$ cat src/logic/dtip_pkg.sv
// constants shared by the dual target interrupt priority block
`default_nettype none
package dtip_pkg;
  // ----------------------------------------------------------------
  // sizes
  // ----------------------------------------------------------------
  localparam int NCH = 8; // request channels
  localparam int IDX_W = 3; // channel index width
  localparam int PRIO_W = 3; // priority level width
  localparam int VEC_W = 16; // vector address width
  localparam int ADDR_W = 8; // register bus address width
  localparam int CPU_N = 2 * NCH; // cpu candidates: sources then flags
  localparam int CPU_IW = IDX_W + 1; // cpu candidate index width
  // ----------------------------------------------------------------
  // register byte offsets
  // ----------------------------------------------------------------
  localparam logic [ADDR_W-1:0] OFS_CFG_FIRST = 8'h00; // channel n at 4*n
  localparam logic [ADDR_W-1:0] OFS_CFG_LAST = 8'h1c;
  localparam logic [ADDR_W-1:0] OFS_SHARED_PRIO = 8'h20;
  localparam logic [ADDR_W-1:0] OFS_CTRL = 8'h24;
  localparam logic [ADDR_W-1:0] OFS_SRC_VEC_BASE = 8'h28;
  localparam logic [ADDR_W-1:0] OFS_FLAG_VEC_BASE = 8'h2c;
  localparam logic [ADDR_W-1:0] OFS_SPUR_VEC = 8'h30;
  localparam logic [ADDR_W-1:0] OFS_FLAGS = 8'h34;
  localparam logic [ADDR_W-1:0] OFS_STATUS = 8'h38;
  localparam logic [ADDR_W-1:0] OFS_LAST_VEC = 8'h3c;
  // ----------------------------------------------------------------
  // field positions
  // ----------------------------------------------------------------
  localparam int ROUTE_BIT = 7; // coprocessor_route_select in config
  localparam int PRIO_MSB = 2; // channel_priority_level [2:0]
  localparam int IRQ_EN_BIT = 0; // coprocessor_irq_enable in control
  localparam int STAT_FLAGS_LSB = 8; // status: flags above source lines
  localparam int WORD_LSB = 2; // word select inside byte address
  // ----------------------------------------------------------------
  // reset values
  // ----------------------------------------------------------------
  localparam logic [PRIO_W-1:0] RST_PRIO = 3'h1;
  localparam logic [VEC_W-1:0] RST_SRC_VEC_BASE = 16'h0000;
  localparam logic [VEC_W-1:0] RST_FLAG_VEC_BASE = 16'h0040;
  localparam logic [VEC_W-1:0] RST_SPUR_VEC = 16'h00fe;
  // ----------------------------------------------------------------
  // bus responses
  // ----------------------------------------------------------------
  localparam logic [1:0] RESP_OKAY = 2'b00;
  localparam logic [1:0] RESP_DECERR = 2'b11;
endpackage
`default_nettype wire

$ cat src/logic/dtip_top.sv
// dual target interrupt router with cpu and coprocessor decoders
//
// Summary of operation
// - route bit one sends channel to coprocessor
// - coprocessor choice uses channel priority level
// - coprocessor flags raise cpu vector base+2*channel
// - flag interrupts share one configured priority
// - ties go to highest vector address
// - separate decoders for cpu and coprocessor
// - coprocessor decoder ignores running thread level
// - coprocessor request carries priority msb tag
// - levels four to seven preempt threads below
// - cpu vector given only on cpu request
// - vector fetch returns highest request pending then
// - nothing pending at fetch gives spurious vector
//
// Implementation choices: the placing of the registers and the AXI4-Lite slave port.
`timescale 1ns/1ns
`default_nettype none
module dtip_top (
  // clock and reset
  input wire logic clk_in,
  input wire logic rst_in,
  // interrupt sources and coprocessor flag setting
  input wire logic [dtip_pkg::NCH-1:0] irq_req_in,
  input wire logic [dtip_pkg::NCH-1:0] cop_flag_set_in,
  // cpu side
  input wire logic [dtip_pkg::PRIO_W-1:0] cpu_level_in,
  input wire logic cpu_vec_req_in,
  output logic cpu_irq_out,
  output logic cpu_vec_valid_out,
  output logic [dtip_pkg::VEC_W-1:0] cpu_vec_out,
  // coprocessor request port
  output logic cop_req_out,
  output logic [dtip_pkg::IDX_W-1:0] cop_chan_out,
  output logic cop_tag_out,
  // axi4-lite write address and data
  input wire logic [dtip_pkg::ADDR_W-1:0] s_axi_awaddr,
  input wire logic s_axi_awvalid,
  output logic s_axi_awready,
  input wire logic [31:0] s_axi_wdata,
  input wire logic [3:0] s_axi_wstrb,
  input wire logic s_axi_wvalid,
  output logic s_axi_wready,
  // axi4-lite write response
  output logic [1:0] s_axi_bresp,
  output logic s_axi_bvalid,
  input wire logic s_axi_bready,
  // axi4-lite read
  input wire logic [dtip_pkg::ADDR_W-1:0] s_axi_araddr,
  input wire logic s_axi_arvalid,
  output logic s_axi_arready,
  output logic [31:0] s_axi_rdata,
  output logic [1:0] s_axi_rresp,
  output logic s_axi_rvalid,
  input wire logic s_axi_rready
);
  // ----------------------------------------------------------------
  // configuration and state
  // ----------------------------------------------------------------
  logic [dtip_pkg::NCH-1:0] route; // coprocessor_route_select per channel
  logic [dtip_pkg::NCH-1:0][dtip_pkg::PRIO_W-1:0] prio; // channel_priority_level
  logic [dtip_pkg::PRIO_W-1:0] shared_prio; // coprocessor_shared_priority
  logic irq_enable; // coprocessor_irq_enable
  logic [dtip_pkg::VEC_W-1:0] src_vec_base; // vector table of source channels
  logic [dtip_pkg::VEC_W-1:0] flag_vec_base; // vector table of flag interrupts
  logic [dtip_pkg::VEC_W-1:0] spur_vec; // fallback vector
  logic [dtip_pkg::NCH-1:0] flags; // set by set_channel_flag_instruction
  logic [dtip_pkg::ADDR_W-1:0] aw_addr; // captured write address
  logic [31:0] w_data; // captured write data
  logic [3:0] w_strb; // captured byte enables
  logic aw_got; // write address held
  logic w_got; // write data held
  // ----------------------------------------------------------------
  // write decode
  // ----------------------------------------------------------------
  wire do_write = aw_got && w_got && !s_axi_bvalid; // one write per response
  wire wr_is_cfg = aw_addr <= dtip_pkg::OFS_CFG_LAST;
  wire [dtip_pkg::IDX_W-1:0] wr_chan = aw_addr[dtip_pkg::WORD_LSB +: dtip_pkg::IDX_W];
  wire wr_mapped = wr_is_cfg || (aw_addr == dtip_pkg::OFS_SHARED_PRIO)
    || (aw_addr == dtip_pkg::OFS_CTRL) || (aw_addr == dtip_pkg::OFS_SRC_VEC_BASE)
    || (aw_addr == dtip_pkg::OFS_FLAG_VEC_BASE) || (aw_addr == dtip_pkg::OFS_SPUR_VEC)
    || (aw_addr == dtip_pkg::OFS_FLAGS) || (aw_addr == dtip_pkg::OFS_STATUS)
    || (aw_addr == dtip_pkg::OFS_LAST_VEC);
  wire wr_lo = do_write && w_strb[0]; // byte lane 0 enabled
  wire wr_hi = do_write && w_strb[1]; // byte lane 1 enabled
  wire [dtip_pkg::NCH-1:0] flag_clr = (wr_lo && aw_addr == dtip_pkg::OFS_FLAGS)
    ? w_data[dtip_pkg::NCH-1:0] : '0;
  // a flag set in the cycle it is cleared survives
  wire [dtip_pkg::NCH-1:0] next_flags = (flags & ~flag_clr) | cop_flag_set_in;
  // ----------------------------------------------------------------
  // candidate sets for both targets
  // ----------------------------------------------------------------
  // a source is pending only while its line is high; level 0 is off
  logic [dtip_pkg::NCH-1:0] prio_nz; // level above zero per channel
  logic [dtip_pkg::NCH-1:0] cpu_src_act; // sources for the cpu
  logic [dtip_pkg::NCH-1:0] cop_src_act; // sources for the coprocessor
  logic [dtip_pkg::NCH-1:0] flag_act; // flag interrupts for the cpu
  logic [dtip_pkg::NCH-1:0][dtip_pkg::PRIO_W-1:0] flag_lvl; // shared level each
  genvar g;
  generate
    for (g = 0; g < dtip_pkg::NCH; g++)
    begin : g_chan
      assign prio_nz[g] = prio[g] != '0;
      assign cpu_src_act[g] = irq_req_in[g] && !route[g] && prio_nz[g];
      assign cop_src_act[g] = irq_req_in[g] && route[g] && prio_nz[g];
      // flag needs global enable and its own route bit
      assign flag_act[g] = flags[g] && route[g] && irq_enable && (shared_prio != '0);
      assign flag_lvl[g] = shared_prio;
    end
  endgenerate
  // ----------------------------------------------------------------
  // decoders, one per target
  // ----------------------------------------------------------------
  logic cpu_valid; // cpu has a winner
  logic [dtip_pkg::CPU_IW-1:0] cpu_idx; // winner: sources low, flags high
  logic [dtip_pkg::PRIO_W-1:0] cpu_lvl; // winner level
  logic cop_valid; // coprocessor has a winner
  logic [dtip_pkg::IDX_W-1:0] cop_idx; // coprocessor winner channel
  logic [dtip_pkg::PRIO_W-1:0] cop_lvl; // coprocessor winner level
  // flags sit above the sources so an equal level goes to a flag
  dtip_prio_dec #(.N(dtip_pkg::CPU_N), .IW(dtip_pkg::CPU_IW)) u_cpu_dec (
    .act_in({flag_act, cpu_src_act}),
    .lvl_in({flag_lvl, prio}),
    .valid_out(cpu_valid),
    .idx_out(cpu_idx),
    .lvl_out(cpu_lvl)
  );
  // no thread level input here: preemption is left to the coprocessor
  dtip_prio_dec #(.N(dtip_pkg::NCH), .IW(dtip_pkg::IDX_W)) u_cop_dec (
    .act_in(cop_src_act),
    .lvl_in(prio),
    .valid_out(cop_valid),
    .idx_out(cop_idx),
    .lvl_out(cop_lvl)
  );
  // ----------------------------------------------------------------
  // vector and tag formation
  // ----------------------------------------------------------------
  wire cpu_is_flag = cpu_idx[dtip_pkg::IDX_W];
  wire [dtip_pkg::IDX_W-1:0] cpu_chan = cpu_idx[dtip_pkg::IDX_W-1:0];
  wire [dtip_pkg::VEC_W-1:0] cpu_base = cpu_is_flag ? flag_vec_base : src_vec_base;
  // vector = base + 2 * channel
  wire [dtip_pkg::VEC_W-1:0] cpu_vec = dtip_pkg::VEC_W'(cpu_base
    + {cpu_chan, 1'b0});
  // vector chosen at the fetch cycle, spurious when nothing remains
  wire [dtip_pkg::VEC_W-1:0] next_vec = cpu_valid ? cpu_vec : spur_vec;
  wire cop_tag = cop_lvl[dtip_pkg::PRIO_MSB]; // levels 4..7 give one
  // ----------------------------------------------------------------
  // cpu vector port
  // ----------------------------------------------------------------
  // the vector is latched only when the cpu asks, never earlier, so a
  // later higher request still wins up to that cycle
  always_ff @(posedge clk_in or posedge rst_in)
  begin
    if (rst_in)
    begin
      cpu_vec_valid_out <= 1'b0;
      cpu_vec_out <= '0;
      cpu_irq_out <= 1'b0;
    end
    else
    begin
      cpu_vec_valid_out <= cpu_vec_req_in;
      if (cpu_vec_req_in)
        cpu_vec_out <= next_vec;
      cpu_irq_out <= cpu_valid && (cpu_lvl > cpu_level_in);
    end
  end
  // ----------------------------------------------------------------
  // coprocessor request port
  // ----------------------------------------------------------------
  // request follows the winner each cycle; the coprocessor reads the tag
  always_ff @(posedge clk_in or posedge rst_in)
  begin
    if (rst_in)
    begin
      cop_req_out <= 1'b0;
      cop_chan_out <= '0;
      cop_tag_out <= 1'b0;
    end
    else
    begin
      cop_req_out <= cop_valid;
      cop_chan_out <= cop_idx;
      cop_tag_out <= cop_tag;
    end
  end
  // ----------------------------------------------------------------
  // configuration registers
  // ----------------------------------------------------------------
  always_ff @(posedge clk_in or posedge rst_in)
  begin
    if (rst_in)
    begin
      route <= '0;
      prio <= {dtip_pkg::NCH{dtip_pkg::RST_PRIO}};
      shared_prio <= dtip_pkg::RST_PRIO;
      irq_enable <= 1'b0;
      flags <= '0;
    end
    else
    begin
      flags <= next_flags;
      if (wr_lo && wr_is_cfg)
      begin
        route[wr_chan] <= w_data[dtip_pkg::ROUTE_BIT];
        prio[wr_chan] <= w_data[dtip_pkg::PRIO_MSB:0];
      end
      if (wr_lo && aw_addr == dtip_pkg::OFS_SHARED_PRIO)
        shared_prio <= w_data[dtip_pkg::PRIO_MSB:0];
      if (wr_lo && aw_addr == dtip_pkg::OFS_CTRL)
        irq_enable <= w_data[dtip_pkg::IRQ_EN_BIT];
    end
  end
  // vector registers take two byte lanes each
  always_ff @(posedge clk_in or posedge rst_in)
  begin
    if (rst_in)
    begin
      src_vec_base <= dtip_pkg::RST_SRC_VEC_BASE;
      flag_vec_base <= dtip_pkg::RST_FLAG_VEC_BASE;
      spur_vec <= dtip_pkg::RST_SPUR_VEC;
    end
    else
    begin
      if (wr_lo && aw_addr == dtip_pkg::OFS_SRC_VEC_BASE)
        src_vec_base[7:0] <= w_data[7:0];
      if (wr_hi && aw_addr == dtip_pkg::OFS_SRC_VEC_BASE)
        src_vec_base[15:8] <= w_data[15:8];
      if (wr_lo && aw_addr == dtip_pkg::OFS_FLAG_VEC_BASE)
        flag_vec_base[7:0] <= w_data[7:0];
      if (wr_hi && aw_addr == dtip_pkg::OFS_FLAG_VEC_BASE)
        flag_vec_base[15:8] <= w_data[15:8];
      if (wr_lo && aw_addr == dtip_pkg::OFS_SPUR_VEC)
        spur_vec[7:0] <= w_data[7:0];
      if (wr_hi && aw_addr == dtip_pkg::OFS_SPUR_VEC)
        spur_vec[15:8] <= w_data[15:8];
    end
  end
  // ----------------------------------------------------------------
  // axi4-lite write channel
  // ----------------------------------------------------------------
  // address and data are taken in either order; ready drops until the
  // response is accepted, so only one write is ever in flight
  always_ff @(posedge clk_in or posedge rst_in)
  begin
    if (rst_in)
    begin
      s_axi_awready <= 1'b1;
      s_axi_wready <= 1'b1;
      s_axi_bvalid <= 1'b0;
      s_axi_bresp <= dtip_pkg::RESP_OKAY;
      aw_got <= 1'b0;
      w_got <= 1'b0;
      aw_addr <= '0;
      w_data <= '0;
      w_strb <= '0;
    end
    else
    begin
      if (s_axi_awvalid && s_axi_awready)
      begin
        aw_addr <= s_axi_awaddr;
        aw_got <= 1'b1;
        s_axi_awready <= 1'b0;
      end
      if (s_axi_wvalid && s_axi_wready)
      begin
        w_data <= s_axi_wdata;
        w_strb <= s_axi_wstrb;
        w_got <= 1'b1;
        s_axi_wready <= 1'b0;
      end
      if (do_write)
      begin
        aw_got <= 1'b0;
        w_got <= 1'b0;
        s_axi_bvalid <= 1'b1;
        s_axi_bresp <= wr_mapped ? dtip_pkg::RESP_OKAY : dtip_pkg::RESP_DECERR;
      end
      else if (s_axi_bvalid && s_axi_bready)
      begin
        s_axi_bvalid <= 1'b0;
        s_axi_awready <= 1'b1;
        s_axi_wready <= 1'b1;
      end
    end
  end
  // ----------------------------------------------------------------
  // axi4-lite read channel
  // ----------------------------------------------------------------
  wire rd_is_cfg = s_axi_araddr <= dtip_pkg::OFS_CFG_LAST;
  wire [dtip_pkg::IDX_W-1:0] rd_chan = s_axi_araddr[dtip_pkg::WORD_LSB +: dtip_pkg::IDX_W];
  wire [31:0] rd_cfg = 32'({route[rd_chan], 4'h0, prio[rd_chan]});
  wire [31:0] rd_status = 32'({flags, irq_req_in}); // status: flags over lines
  wire rd_mapped = rd_is_cfg || (s_axi_araddr == dtip_pkg::OFS_SHARED_PRIO)
    || (s_axi_araddr == dtip_pkg::OFS_CTRL) || (s_axi_araddr == dtip_pkg::OFS_SRC_VEC_BASE)
    || (s_axi_araddr == dtip_pkg::OFS_FLAG_VEC_BASE)
    || (s_axi_araddr == dtip_pkg::OFS_SPUR_VEC) || (s_axi_araddr == dtip_pkg::OFS_FLAGS)
    || (s_axi_araddr == dtip_pkg::OFS_STATUS) || (s_axi_araddr == dtip_pkg::OFS_LAST_VEC);
  wire [31:0] rd_data =
    rd_is_cfg ? rd_cfg :
    (s_axi_araddr == dtip_pkg::OFS_SHARED_PRIO) ? 32'(shared_prio) :
    (s_axi_araddr == dtip_pkg::OFS_CTRL) ? 32'(irq_enable) :
    (s_axi_araddr == dtip_pkg::OFS_SRC_VEC_BASE) ? 32'(src_vec_base) :
    (s_axi_araddr == dtip_pkg::OFS_FLAG_VEC_BASE) ? 32'(flag_vec_base) :
    (s_axi_araddr == dtip_pkg::OFS_SPUR_VEC) ? 32'(spur_vec) :
    (s_axi_araddr == dtip_pkg::OFS_FLAGS) ? 32'(flags) :
    (s_axi_araddr == dtip_pkg::OFS_STATUS) ? rd_status :
    (s_axi_araddr == dtip_pkg::OFS_LAST_VEC) ? 32'(cpu_vec_out) : 32'h0000_0000;
  // data are captured with the address, so rvalid is one cycle later
  always_ff @(posedge clk_in or posedge rst_in)
  begin
    if (rst_in)
    begin
      s_axi_arready <= 1'b1;
      s_axi_rvalid <= 1'b0;
      s_axi_rdata <= '0;
      s_axi_rresp <= dtip_pkg::RESP_OKAY;
    end
    else if (s_axi_arvalid && s_axi_arready)
    begin
      s_axi_arready <= 1'b0;
      s_axi_rvalid <= 1'b1;
      s_axi_rdata <= rd_data;
      s_axi_rresp <= rd_mapped ? dtip_pkg::RESP_OKAY : dtip_pkg::RESP_DECERR;
    end
    else if (s_axi_rvalid && s_axi_rready)
    begin
      s_axi_rvalid <= 1'b0;
      s_axi_arready <= 1'b1;
    end
  end
endmodule
`default_nettype wire

$ cat src/logic/dtip_prio_dec.sv
// one priority decoder: highest level wins, ties go to the highest index
`timescale 1ns/1ns
`default_nettype none
module dtip_prio_dec #(
  parameter int N = 8,
  parameter int IW = 3
) (
  // candidates
  input wire logic [N-1:0] act_in,
  input wire logic [N-1:0][dtip_pkg::PRIO_W-1:0] lvl_in,
  // winner
  output logic valid_out,
  output logic [IW-1:0] idx_out,
  output logic [dtip_pkg::PRIO_W-1:0] lvl_out
);
  // ----------------------------------------------------------------
  // linear scan upward
  // ----------------------------------------------------------------
  // using >= lets a later index take an equal level, so the highest
  // index (highest vector address) wins a tie
  always_comb
  begin
    valid_out = 1'b0;
    idx_out = '0;
    lvl_out = '0;
    for (int i = 0; i < N; i++)
    begin
      if (act_in[i] && (!valid_out || lvl_in[i] >= lvl_out))
      begin
        valid_out = 1'b1;
        idx_out = IW'(i);
        lvl_out = lvl_in[i];
      end
    end
  end
endmodule
`default_nettype wire

$ cat config.mk
export PLATFORM = sky130hd
export DESIGN_NAME = dtip_top
export DESIGN_NICKNAME = d
export VERILOG_FILES = /design/src/logic/dtip_pkg.sv /design/src/logic/dtip_top.sv /design/src/logic/dtip_prio_dec.sv
export SDC_FILE = /design/constraint.sdc
export NUM_CORES = 1
export LEC_CHECK = 0
export BUFFER_PORTS_ARGS = -buffer_cell sky130_fd_sc_hd__buf_2
export CAP_MARGIN = 20
export CORE_MARGIN = 2
export CORE_UTILIZATION = 54
export DETAILED_ROUTE_END_ITERATION = 10
export PLACE_DENSITY = 0.8
export SLEW_MARGIN = 10
export SYNTH_ARGS = -nofsm -noshare
export SYNTH_HDL_FRONTEND = slang
export SYNTH_HIERARCHICAL = 1
export SYNTH_SLANG_ARGS = --single-unit
export TNS_END_PERCENT = 1
$ cat constraint.sdc
create_clock -name clk_in -period 21.2 [get_ports clk_in]
set_input_delay 0 -clock clk_in [delete_from_list [all_inputs] [get_ports clk_in]]
set_output_delay 0 -clock clk_in [all_outputs]
set_load 0.02 [all_outputs]
# Word level (Yosys, flattened, before mapping)
# Cells that the tools add are included.
word_totals:
  register_bits: 184
  in_bits: 79
  output_inout_bits: 64
  elab_cells: 376
op_classes:
  n_addsub: 1
  magnitude_cmp: 28
  eq_ne: 16
  muxes: 110
  bitwise: 3
  n_reduce_logical: 181
ops:
  columns: ["cell", "n"]
  rows:
  - ["$mux W16", 11]
  - ["$eq A8 B6 Y1 const B", 16]
  - ["$mux W3", 34]
  - ["$logic_and A1 B1 Y1", 99]
  - ["$ge A3 B3 Y1", 22]
  - ["$mux W1", 44]
  - ["$logic_or A1 B1 Y1", 38]
  - ["$mux W4", 8]
  - ["$logic_not A1 Y1", 31]
  - ["$reduce_bool A3 Y1", 9]
  - ["$bwmux W24", 1]
  - ["$add A16 B4 Y16", 1]
  - ["$le A8 B5 Y1 const B", 2]
  - ["$mux W2", 6]
  - ["$bmux W3 S3", 1]
  - ["$demux W3 S3", 1]
  - ["$and A8 B8 Y8", 1]
  - ["$bwmux W8", 1]
  - ["$lt A3 B4 Y1 const B", 2]
  - ["$mux W8", 1]
  - ["$not A8 Y8", 1]
  - ["$or A8 B8 Y8", 1]
  - ["$reduce_bool A2 Y1", 4]
  - ["$bmux W1 S3", 1]
  - ["3 further kinds", 3]

# Depth between registers and ports, before layout
# Gate-level depths: netlist of run 1.
depth:
  word_depth: 67
  ltp_mapped: 113
  depth_no_buf: 111

# Modules after synthesis
# The synthesis of run 1 kept the hierarchy.
modules_own_cells:
  columns: ["mod", "instances", "cells_each", "area_per_inst_um2"]
  rows:
  - ["dtip_top", 1, 753, 8650.8]
  - ["dtip_prio_dec at u_cpu_dec", 1, 341, 2356.0]
  - ["dtip_prio_dec at u_cop_dec", 1, 147, 1082.3]

# Worst setup path after synthesis of run 1
# No wires, ideal clock.
synth_timing:
  path_type: "flip-flop to flip-flop"
  from: "register prio[0] in the netlist's numbering"
  to: "register cpu_vec_out[11] in the netlist's numbering"
  setup_time_ns: 0.131
  arrival_ns: 21.822
  t_required_ns: 21.069
  setup_slack_ns: -0.753
  path_stages_with_launch: 111
  n_path_buf: 2
  synth_period_minus_slack_ns: 21.953
  path_cell_list: "dfstp_2 > o31ai_1 > nor2_1 > nand2_1 > ha_1 > nand2_1 > o2111ai_1 > a21boi_0 > or2_2 > ha_1 > nand2b_1 > a2111oi_2 > nor2_1 > nor2_1 > a21oi_1 > ha_1 > nor3b_1 > o211ai_1 > (+75 left out) > mux2_1 > ha_1 > nand2b_1 > a21oi_1 > nor2b_1 > o31ai_1 > nand2_1 > or3_1 > buf_2 > buf_2 > mux2_2 > ha_1 > inv_1 > fa_1 > nand2b_1 > a221oi_2 > a211oi_1 > or3_1"
synth_between:
  elab_chain_cells: 66
synth_rtl:
  columns: ["element", "line_no", "source"]
  rows:
  - ["start, declared", "dtip_top.sv:62", "logic [dtip_pkg::NCH-1:0][dtip_pkg::PRIO_W-1:0] prio;"]
  - ["start signal, assigned", "dtip_top.sv:197", "prio <= {dtip_pkg::NCH{dtip_pkg::RST_PRIO}};"]
  - ["start signal, assigned by index", "dtip_top.sv:208", "prio[wr_chan] <= w_data[dtip_pkg::PRIO_MSB:0];"]
  - ["$reduce_bool A3 Y1 (*)", "dtip_top.sv:104", "assign prio_nz[g] = prio[g] != '0;"]
  - ["$logic_and A1 B1 Y1 (*)", "dtip_top.sv:105", "assign cpu_src_act[g] = irq_req_in[g] && !route[g] && prio_nz[g];"]
  - ["net cpu_src_act, one bit", "dtip_top.sv:96", "logic [dtip_pkg::NCH-1:0] cpu_src_act;"]
  - ["$mux W3 or $mux W1 (tied branches)", "dtip_prio_dec.sv:28", "if (act_in[i] && (!valid_out || lvl_in[i] >= lvl_out))"]
  - ["$ge A3 B3 Y1 or $logic_not A1 Y1 (tied branches)", "dtip_prio_dec.sv:28", null]
  - ["$logic_or A1 B1 Y1", "dtip_prio_dec.sv:28", null]
  - ["$logic_and A1 B1 Y1", "dtip_prio_dec.sv:28", null]
  - ["$mux W3 or $mux W1 (tied branches)", "dtip_prio_dec.sv:28", null]
  - ["(+52 left out)", null, null]
  - ["$ge A3 B3 Y1 or $logic_not A1 Y1 (tied branches)", "dtip_prio_dec.sv:28", null]
  - ["$logic_or A1 B1 Y1", "dtip_prio_dec.sv:28", null]
  - ["$logic_and A1 B1 Y1", "dtip_prio_dec.sv:28", null]
  - ["$mux W4 (*)", "dtip_prio_dec.sv:28", null]
  - ["net cpu_idx, one bit", "dtip_top.sv:116", "logic [dtip_pkg::CPU_IW-1:0] cpu_idx;"]
  - ["$mux W16 (*)", "dtip_top.sv:142", "wire [dtip_pkg::VEC_W-1:0] cpu_base = cpu_is_flag ? flag_vec_base : src_vec_base;"]
  - ["$add A16 B4 Y16 (*)", "dtip_top.sv:145", "+ {cpu_chan, 1'b0});"]
  - ["$mux W16 (*)", "dtip_top.sv:147", "wire [dtip_pkg::VEC_W-1:0] next_vec = cpu_valid ? cpu_vec : spur_vec;"]
  - ["end signal, assigned", "dtip_top.sv:166", "cpu_vec_out <= next_vec;"]
  - ["end, declared", "dtip_top.sv:32", "output logic [dtip_pkg::VEC_W-1:0] cpu_vec_out,"]
# The timed path passes the listed nets; every way through them passes the cells marked *.
# A chain may end at the register's enable or synchronous reset.

# Worst setup path in the final report of run 1
layout_timing:
  from: "register prio[2] in the netlist's numbering"
  to: "register cpu_vec_out[15] in the netlist's numbering"
# The elaborated chain is that of the path after synthesis.

==> reports/results.txt, run 1 <==
Outcome: completed
I/O Pins: 143
IO buf count: 108
Max Fclk: 48.0 MHz
Worst vdd ir: 0.0772 mV
Worst hold path class: in -> reg
DP Cell Count: 1689
Initial antenna violation count: 1
Slew headroom: 0.280
Htree depth: 4
CP endpoint kind: flip-flop
Non-Filler Instances: 1797
FILL cells: 1534
Final Max Tran Viols: 0
Row count: 54
Cell Pwr Density: 113 nW/um^2
DIE WIDTH: 153 um
Core area: 21900 sq um
Starting Density: 0.550
Mapped Avg Cell Area: 9.75 sq um
DRC violations left: 0
Final ANT Viol Nets: 0
Placed cell area: 13500 sq um
Finished Cell Area: 15300 sq um
Syn Std Cell Area: 12100 sq um
Clock latency on the worst-skew pair: 0.43 ns
Drt first pass iters: 5
Hold Fails Final Rpt: 0
Least-Margin Pin Slew: 1.08 ns
Die area: 23500 sq um
Unrepaired setup endpoints after global routing: true
P&R area growth vs syn: 27.3%
Most frequent cells in the layout: dfrtp_1 (146), buf_4 (137), mux2_2 (119), buf_2 (108), nand2_1 (107)
CTS tree: yes
P_leak: 6.91 nW
Post-Place Worst Slack: -0.484 ns
Share of cells above drive strength 1: 0.374
Yosys warnings: 6
Clock root cell: clkbuf_16
Die H: 153 um
Worst-path clk slew: 0.07 ns
Max_cap viols: 0
Worst EP arrival: 21.10 ns
Vias per cell: 6.25
Worst EP required: 21.48 ns
Clock buffer depth: 2
HPWL Detailed: 26.2 mm
Vias in the first global route: 10.8k
Global Route Usage Sum: 0.309
Inserted Clock Buffers: 17
Most common cell after layout, fill and taps aside: dfrtp_1
Gpl congestion: 0.974
Final Total Pwr: 1.74 mW
CP Class: reg -> reg
Slowest cell on the critical path: a2111oi_4
Net count, final: 1649
Initial drt markers: 1139
Diodes inserted: 0
CTS Sinks: 166
Period minus WS final: 20.82 ns
Routed wire length per instance: 21.1 um
Final worst slack: 0.381 ns
Final wirelength: 37.8 mm
Clock Skew: 0.0102 ns
Vias: 11.2k
Final setup fails: 0
Grt ovf: 0
CP max stage delay: 0.45 ns
Final period util: 0.982
Post-Synthesis Cells: 1236
Largest net degree at the start of global routing: 91
Crit Path Max Fanout: 6
First-pass GRT wire length: 57.9 mm
Startpoint Class: flip-flop
==> per-stage QoR <==
| step | hold slack, ns | util | TNS [ns] |
|---|---|---|---|
| final | 0.00845 | 0.701 | 0 |
| after CTS | 0.0156 | 0.668 | 0 |
| after global routing | 0.0416 | 0.701 | -3.12 |
| after detailed placement | 0.181 | 0.616 | -3.64 |
| after global placement | 0.167 | 0.616 | 0 |
| after floorplan | 0.0314 | - | 0 |
==> report_power, final <==
| group | switching [mW] | internal, mW |
|---|---|---|
| sequential | 0.109 | 0.381 |
| clock | 0.136 | 0.188 |
| combinational | 0.464 | 0.462 |
| total | 0.709 | 1.03 |
==> metal layers <==
metal | wire, um | vias to the layer above | GRT usage
met5 | 0 | - | 0
met2 | 17800 | 611 | 0.497
met1 | 15100 | 5444 | 0.408
met4 | 1440 | 0 | 0.125
met3 | 3490 | 115 | 0.0669
li1 | - | 5066 | -
==> registers in the layout (all words and copies together) (netlist names), 2 cells and up <==
name	count
shared_prio	3
spur_vec	16
flag_vec_base	16
prio	24
w_data	16
src_vec_base	16
aw_addr	8
cpu_vec_out	16
flags	8
cop_chan_out	3
route	8
s_axi_rdata	16
w_strb	2
==> final cells by class <==
| type | count | area, sq um | area share |
|---|---|---|---|
| clock buffers | 20 | 437 | 0.0285 |
| flip-flops and latches | 166 | 4180 | 0.272 |
| inverters | 84 | 320 | 0.0209 |
| clock inverters | 12 | 168 | 0.0109 |
| well taps | 280 | 350 | 0.0228 |
| multi-input cells | 943 | 7850 | 0.512 |
| repair buffers | 292 | 2040 | 0.133 |
==> final timing paths <==
kind	slack, ns	from	to	cells after the start
max reg2reg	0.38	prio[2]	cpu_vec_out[15]	113
min in group asynchronous	0.27	rst_in	w_data[11]	3
max in group asynchronous	19.40	rst_in	s_axi_rdata[15]	4
min	0.008	cpu_level_in[2]	cpu_irq_out	5
min reg2reg	0.50	s_axi_rdata[5]	s_axi_rdata[5]	1
max	0.38	prio[2]	cpu_vec_out[15]	113
==> critical path: cells and delay by family, from the launching register on <==
kind	cells	cell delay (ns)
AO/OA/AOI/OAI	42	7.93
XOR/XNOR	1	0.18
adder cells (fa/ha/maj)	18	4.72
buffers and inverters	12	1.50
flip-flops	1	0.43
multiplexers	5	1.12
AND/OR/NAND/NOR	35	4.82
==> timing repair <==
item	CTS	global route
gates resized for setup	11	111
endpoints found under the hold margin	124	0
setup endpoints to repair	12	17
pin swaps	3	69
hold buffers	45	0
setup buffers	8	24
No activity file was read; power rests on OpenSTA's default activity.
==> run 2, diff against run 1 <==
Settings changed: CAP_MARGIN 20 to 10, SETUP_SLACK_MARGIN set to 0.4.
==> run 2 against run 1 <==
- register-to-register slack got worse by 0.23 ns
- cell count down 0.89%
- sequential share of layout area grew 1.0 points
- global-route usage grew 0.83 points
- clock power down 9.9%
==> reports/results.txt, run 2 (synthesis gave the netlist of run 1 again) <==
Outcome: completed
WHS: 0.0266 ns (+0.0181 ns)
Cell Pwr Density: 107 nW/um^2 (-5.7%)
P_leak: 6.67 nW (-3.5%)
Worst hold stages: 5 (unchanged)
Initial drt markers: 1363 (+20%)
IO buf count: 108 (unchanged)
Initial antenna violation count: 0 (-1)
Gpl congestion: 0.940 (-3.5%)
Final setup fails: 0 (unchanged)
Starting Density: 0.550 (unchanged)
Die area: 23500 sq um (unchanged)
DRC violations left: 0 (unchanged)
Most frequent cells in the layout: dfrtp_1 (146), mux2_2 (120), buf_4 (120), nand2_1 (113), buf_2 (108)
Largest register FFs: 24 (unchanged)
Buffer and inverter count on the worst path: 6 (-6)
Hold Fails Final Rpt: 0 (unchanged)
Row count: 54 (unchanged)
Worst EP arrival: 21.36 ns (+0.26 ns)
Final wirelength: 37.7 mm (-0.32%)
Most common cell after layout, fill and taps aside: dfrtp_1
Worst vdd ir: 0.0953 mV (+23%)
Htree depth: 4 (unchanged)
Clock latency on the worst-skew pair: 0.43 ns (about the same)
Worst-path clk slew: 0.07 ns (about the same)
Unrepaired setup endpoints after global routing: true
Clock buffer depth: 2 (unchanged)
Setup TNS: 0 ns (unchanged)
CP Depth: 111 (-1.8%)
CP endpoint kind: flip-flop
Slowest cell on the critical path: dfrtp_1
Slew headroom: 0.367 (+0.0870)
Net count, final: 1632 (-1.0%)
CTS Sinks: 166 (unchanged)
CP Class: reg -> reg
HPWL Detailed: 26.3 mm (+0.37%)
Share of cells above drive strength 1: 0.335 (-0.0391)
Vias per cell: 6.33 (+1.3%)
Top delay family on crit path: compound AO/OA/AOI/OAI gates
CP dominant cell by count: ha_1
First-pass GRT wire length: 59.2 mm (+2.2%)
Final Total Pwr: 1.58 mW (-9.2%)
Clock root cell: clkbuf_16
Reg with most FFs: prio
Global Route Usage Sum: 0.317 (+0.00831)
Die H: 153 um (unchanged)
Vias in the first global route: 11.0k (+1.3%)
Least-Margin Pin Slew: 0.949 ns (-0.131 ns)
Post-layout util: 0.675 (-0.0257)
Crit Path Max Fanout: 7 (+1)
Period minus WS final: 21.05 ns (+0.226 ns)
CTS tree: yes
Largest net degree at the start of global routing: 95 (+4.4%)
Drt first pass iters: 6 (+1)
Final Max Tran Viols: 0 (unchanged)
Critical path launch point: prio[2]
Reg2Reg Depth: 111 (-1.8%)
DIE WIDTH: 153 um (unchanged)
Max Fclk: 47.5 MHz (-1.1%)
Routed wire length per instance: 21.2 um (+0.57%)
Final ANT Viol Nets: 0 (unchanged)
Inserted Clock Buffers: 17 (unchanged)
Worst R2R Start: prio[2]
Startpoint Class: flip-flop
CP max stage delay: 0.41 ns (-0.04 ns)
Min-Delay Startpoint: irq_req_in[7]
I/O Pins: 143 (unchanged)
Worst hold path class: in -> reg
Worst EP required: 21.51 ns (+0.03 ns)
P&R area growth vs syn: 22.7%
Max_cap viols: 0 (unchanged)
Vias: 11.3k (+0.40%)
Clock Skew: 0.0125 ns (+0.00231 ns)
Grt ovf: 0 (unchanged)
Final period util: 0.993 (+0.0107)
Core area: 21900 sq um (unchanged)
run 2: cell count changes in the layout (fill, tap and decap cells not counted), sizes merged:
| cell | previous run | this run |
|---|---|---|
| buf | 247 | 229 |
| bufinv | 3 | 0 |
| clkinv | 0 | 3 |
| clkbuf | 20 | 19 |
| diode | 0 | 1 |
| dlygate4sd3 | 45 | 46 |
| inv | 90 | 91 |
run 2: where the power goes:
| group | internal [mW] | switching, mW | total, mW |
|---|---|---|---|
| clock network | 0.153 | 0.138 | 0.292 |
| registers | 0.381 | 0.109 | 0.490 |
| logic | 0.375 | 0.423 | 0.798 |
run 2: final timing paths:
kind / end / slack (ns)
min: cop_req_out / 0.03
min in group asynchronous: w_data[15] / 0.29
max reg2reg: cpu_vec_out[11] / 0.15
max: cpu_vec_out[11] / 0.15
min reg2reg: s_axi_rdata[14] / 0.49
max in group asynchronous: prio[17] / 19.40
run 2: timing repair:
| action | CTS | global route |
|---|---|---|
| setup endpoints to repair | 14 | 17 |
| endpoints found under the hold margin | 128 | 0 |
| buffers inserted | 25 | 2 |
| pin swaps | 31 | 3 |
| gates resized for setup | 26 | 6 |
| hold buffers | 46 | 0 |
run 2: final cells by class:
cell class | count | area (sq um)
fill | 1609 | 7110
clock buffer | 19 | 433
antenna | 1 | 2.50
timing repair buffer | 275 | 1910
multi-input combinational | 943 | 7470
tap | 280 | 350
sequential | 166 | 4180
clock inverter | 13 | 111
inverter | 84 | 320
run 2: worst register-to-register path: cells and delay by family (launching register included):
family / cells / cell delay, ns
muxes: 5 / 1.33
adders and majority gates: 18 / 4.82
buffers and inverters: 6 / 0.65
and+or+nand+nor: 41 / 6.47
AOI/OAI and AO/OA: 41 / 7.21
DFF: 1 / 0.41
run 2: layer usage:
layer	global-route usage	wire length (um)	up-vias
met4	0.140	1520	0
li1	-	-	5055
met1	0.425	15200	5467
met5	0	0	-
met3	0.0595	3550	103
met2	0.505	17500	656
run 2: per-stage QoR:
| step | setup slack (ns) | std cells | cell area [sq um] |
|---|---|---|---|
| after global placement | 0.193 | 1675 | 13400 |
| after CTS | 0.414 | 1778 | 14700 |
| after detailed placement | -0.368 | 1675 | 13400 |
| after floorplan | 0.411 | 1251 | 12200 |
| final | 0.155 | 1781 | 14800 |
| after global routing | -1.01 | 1780 | 14800 |
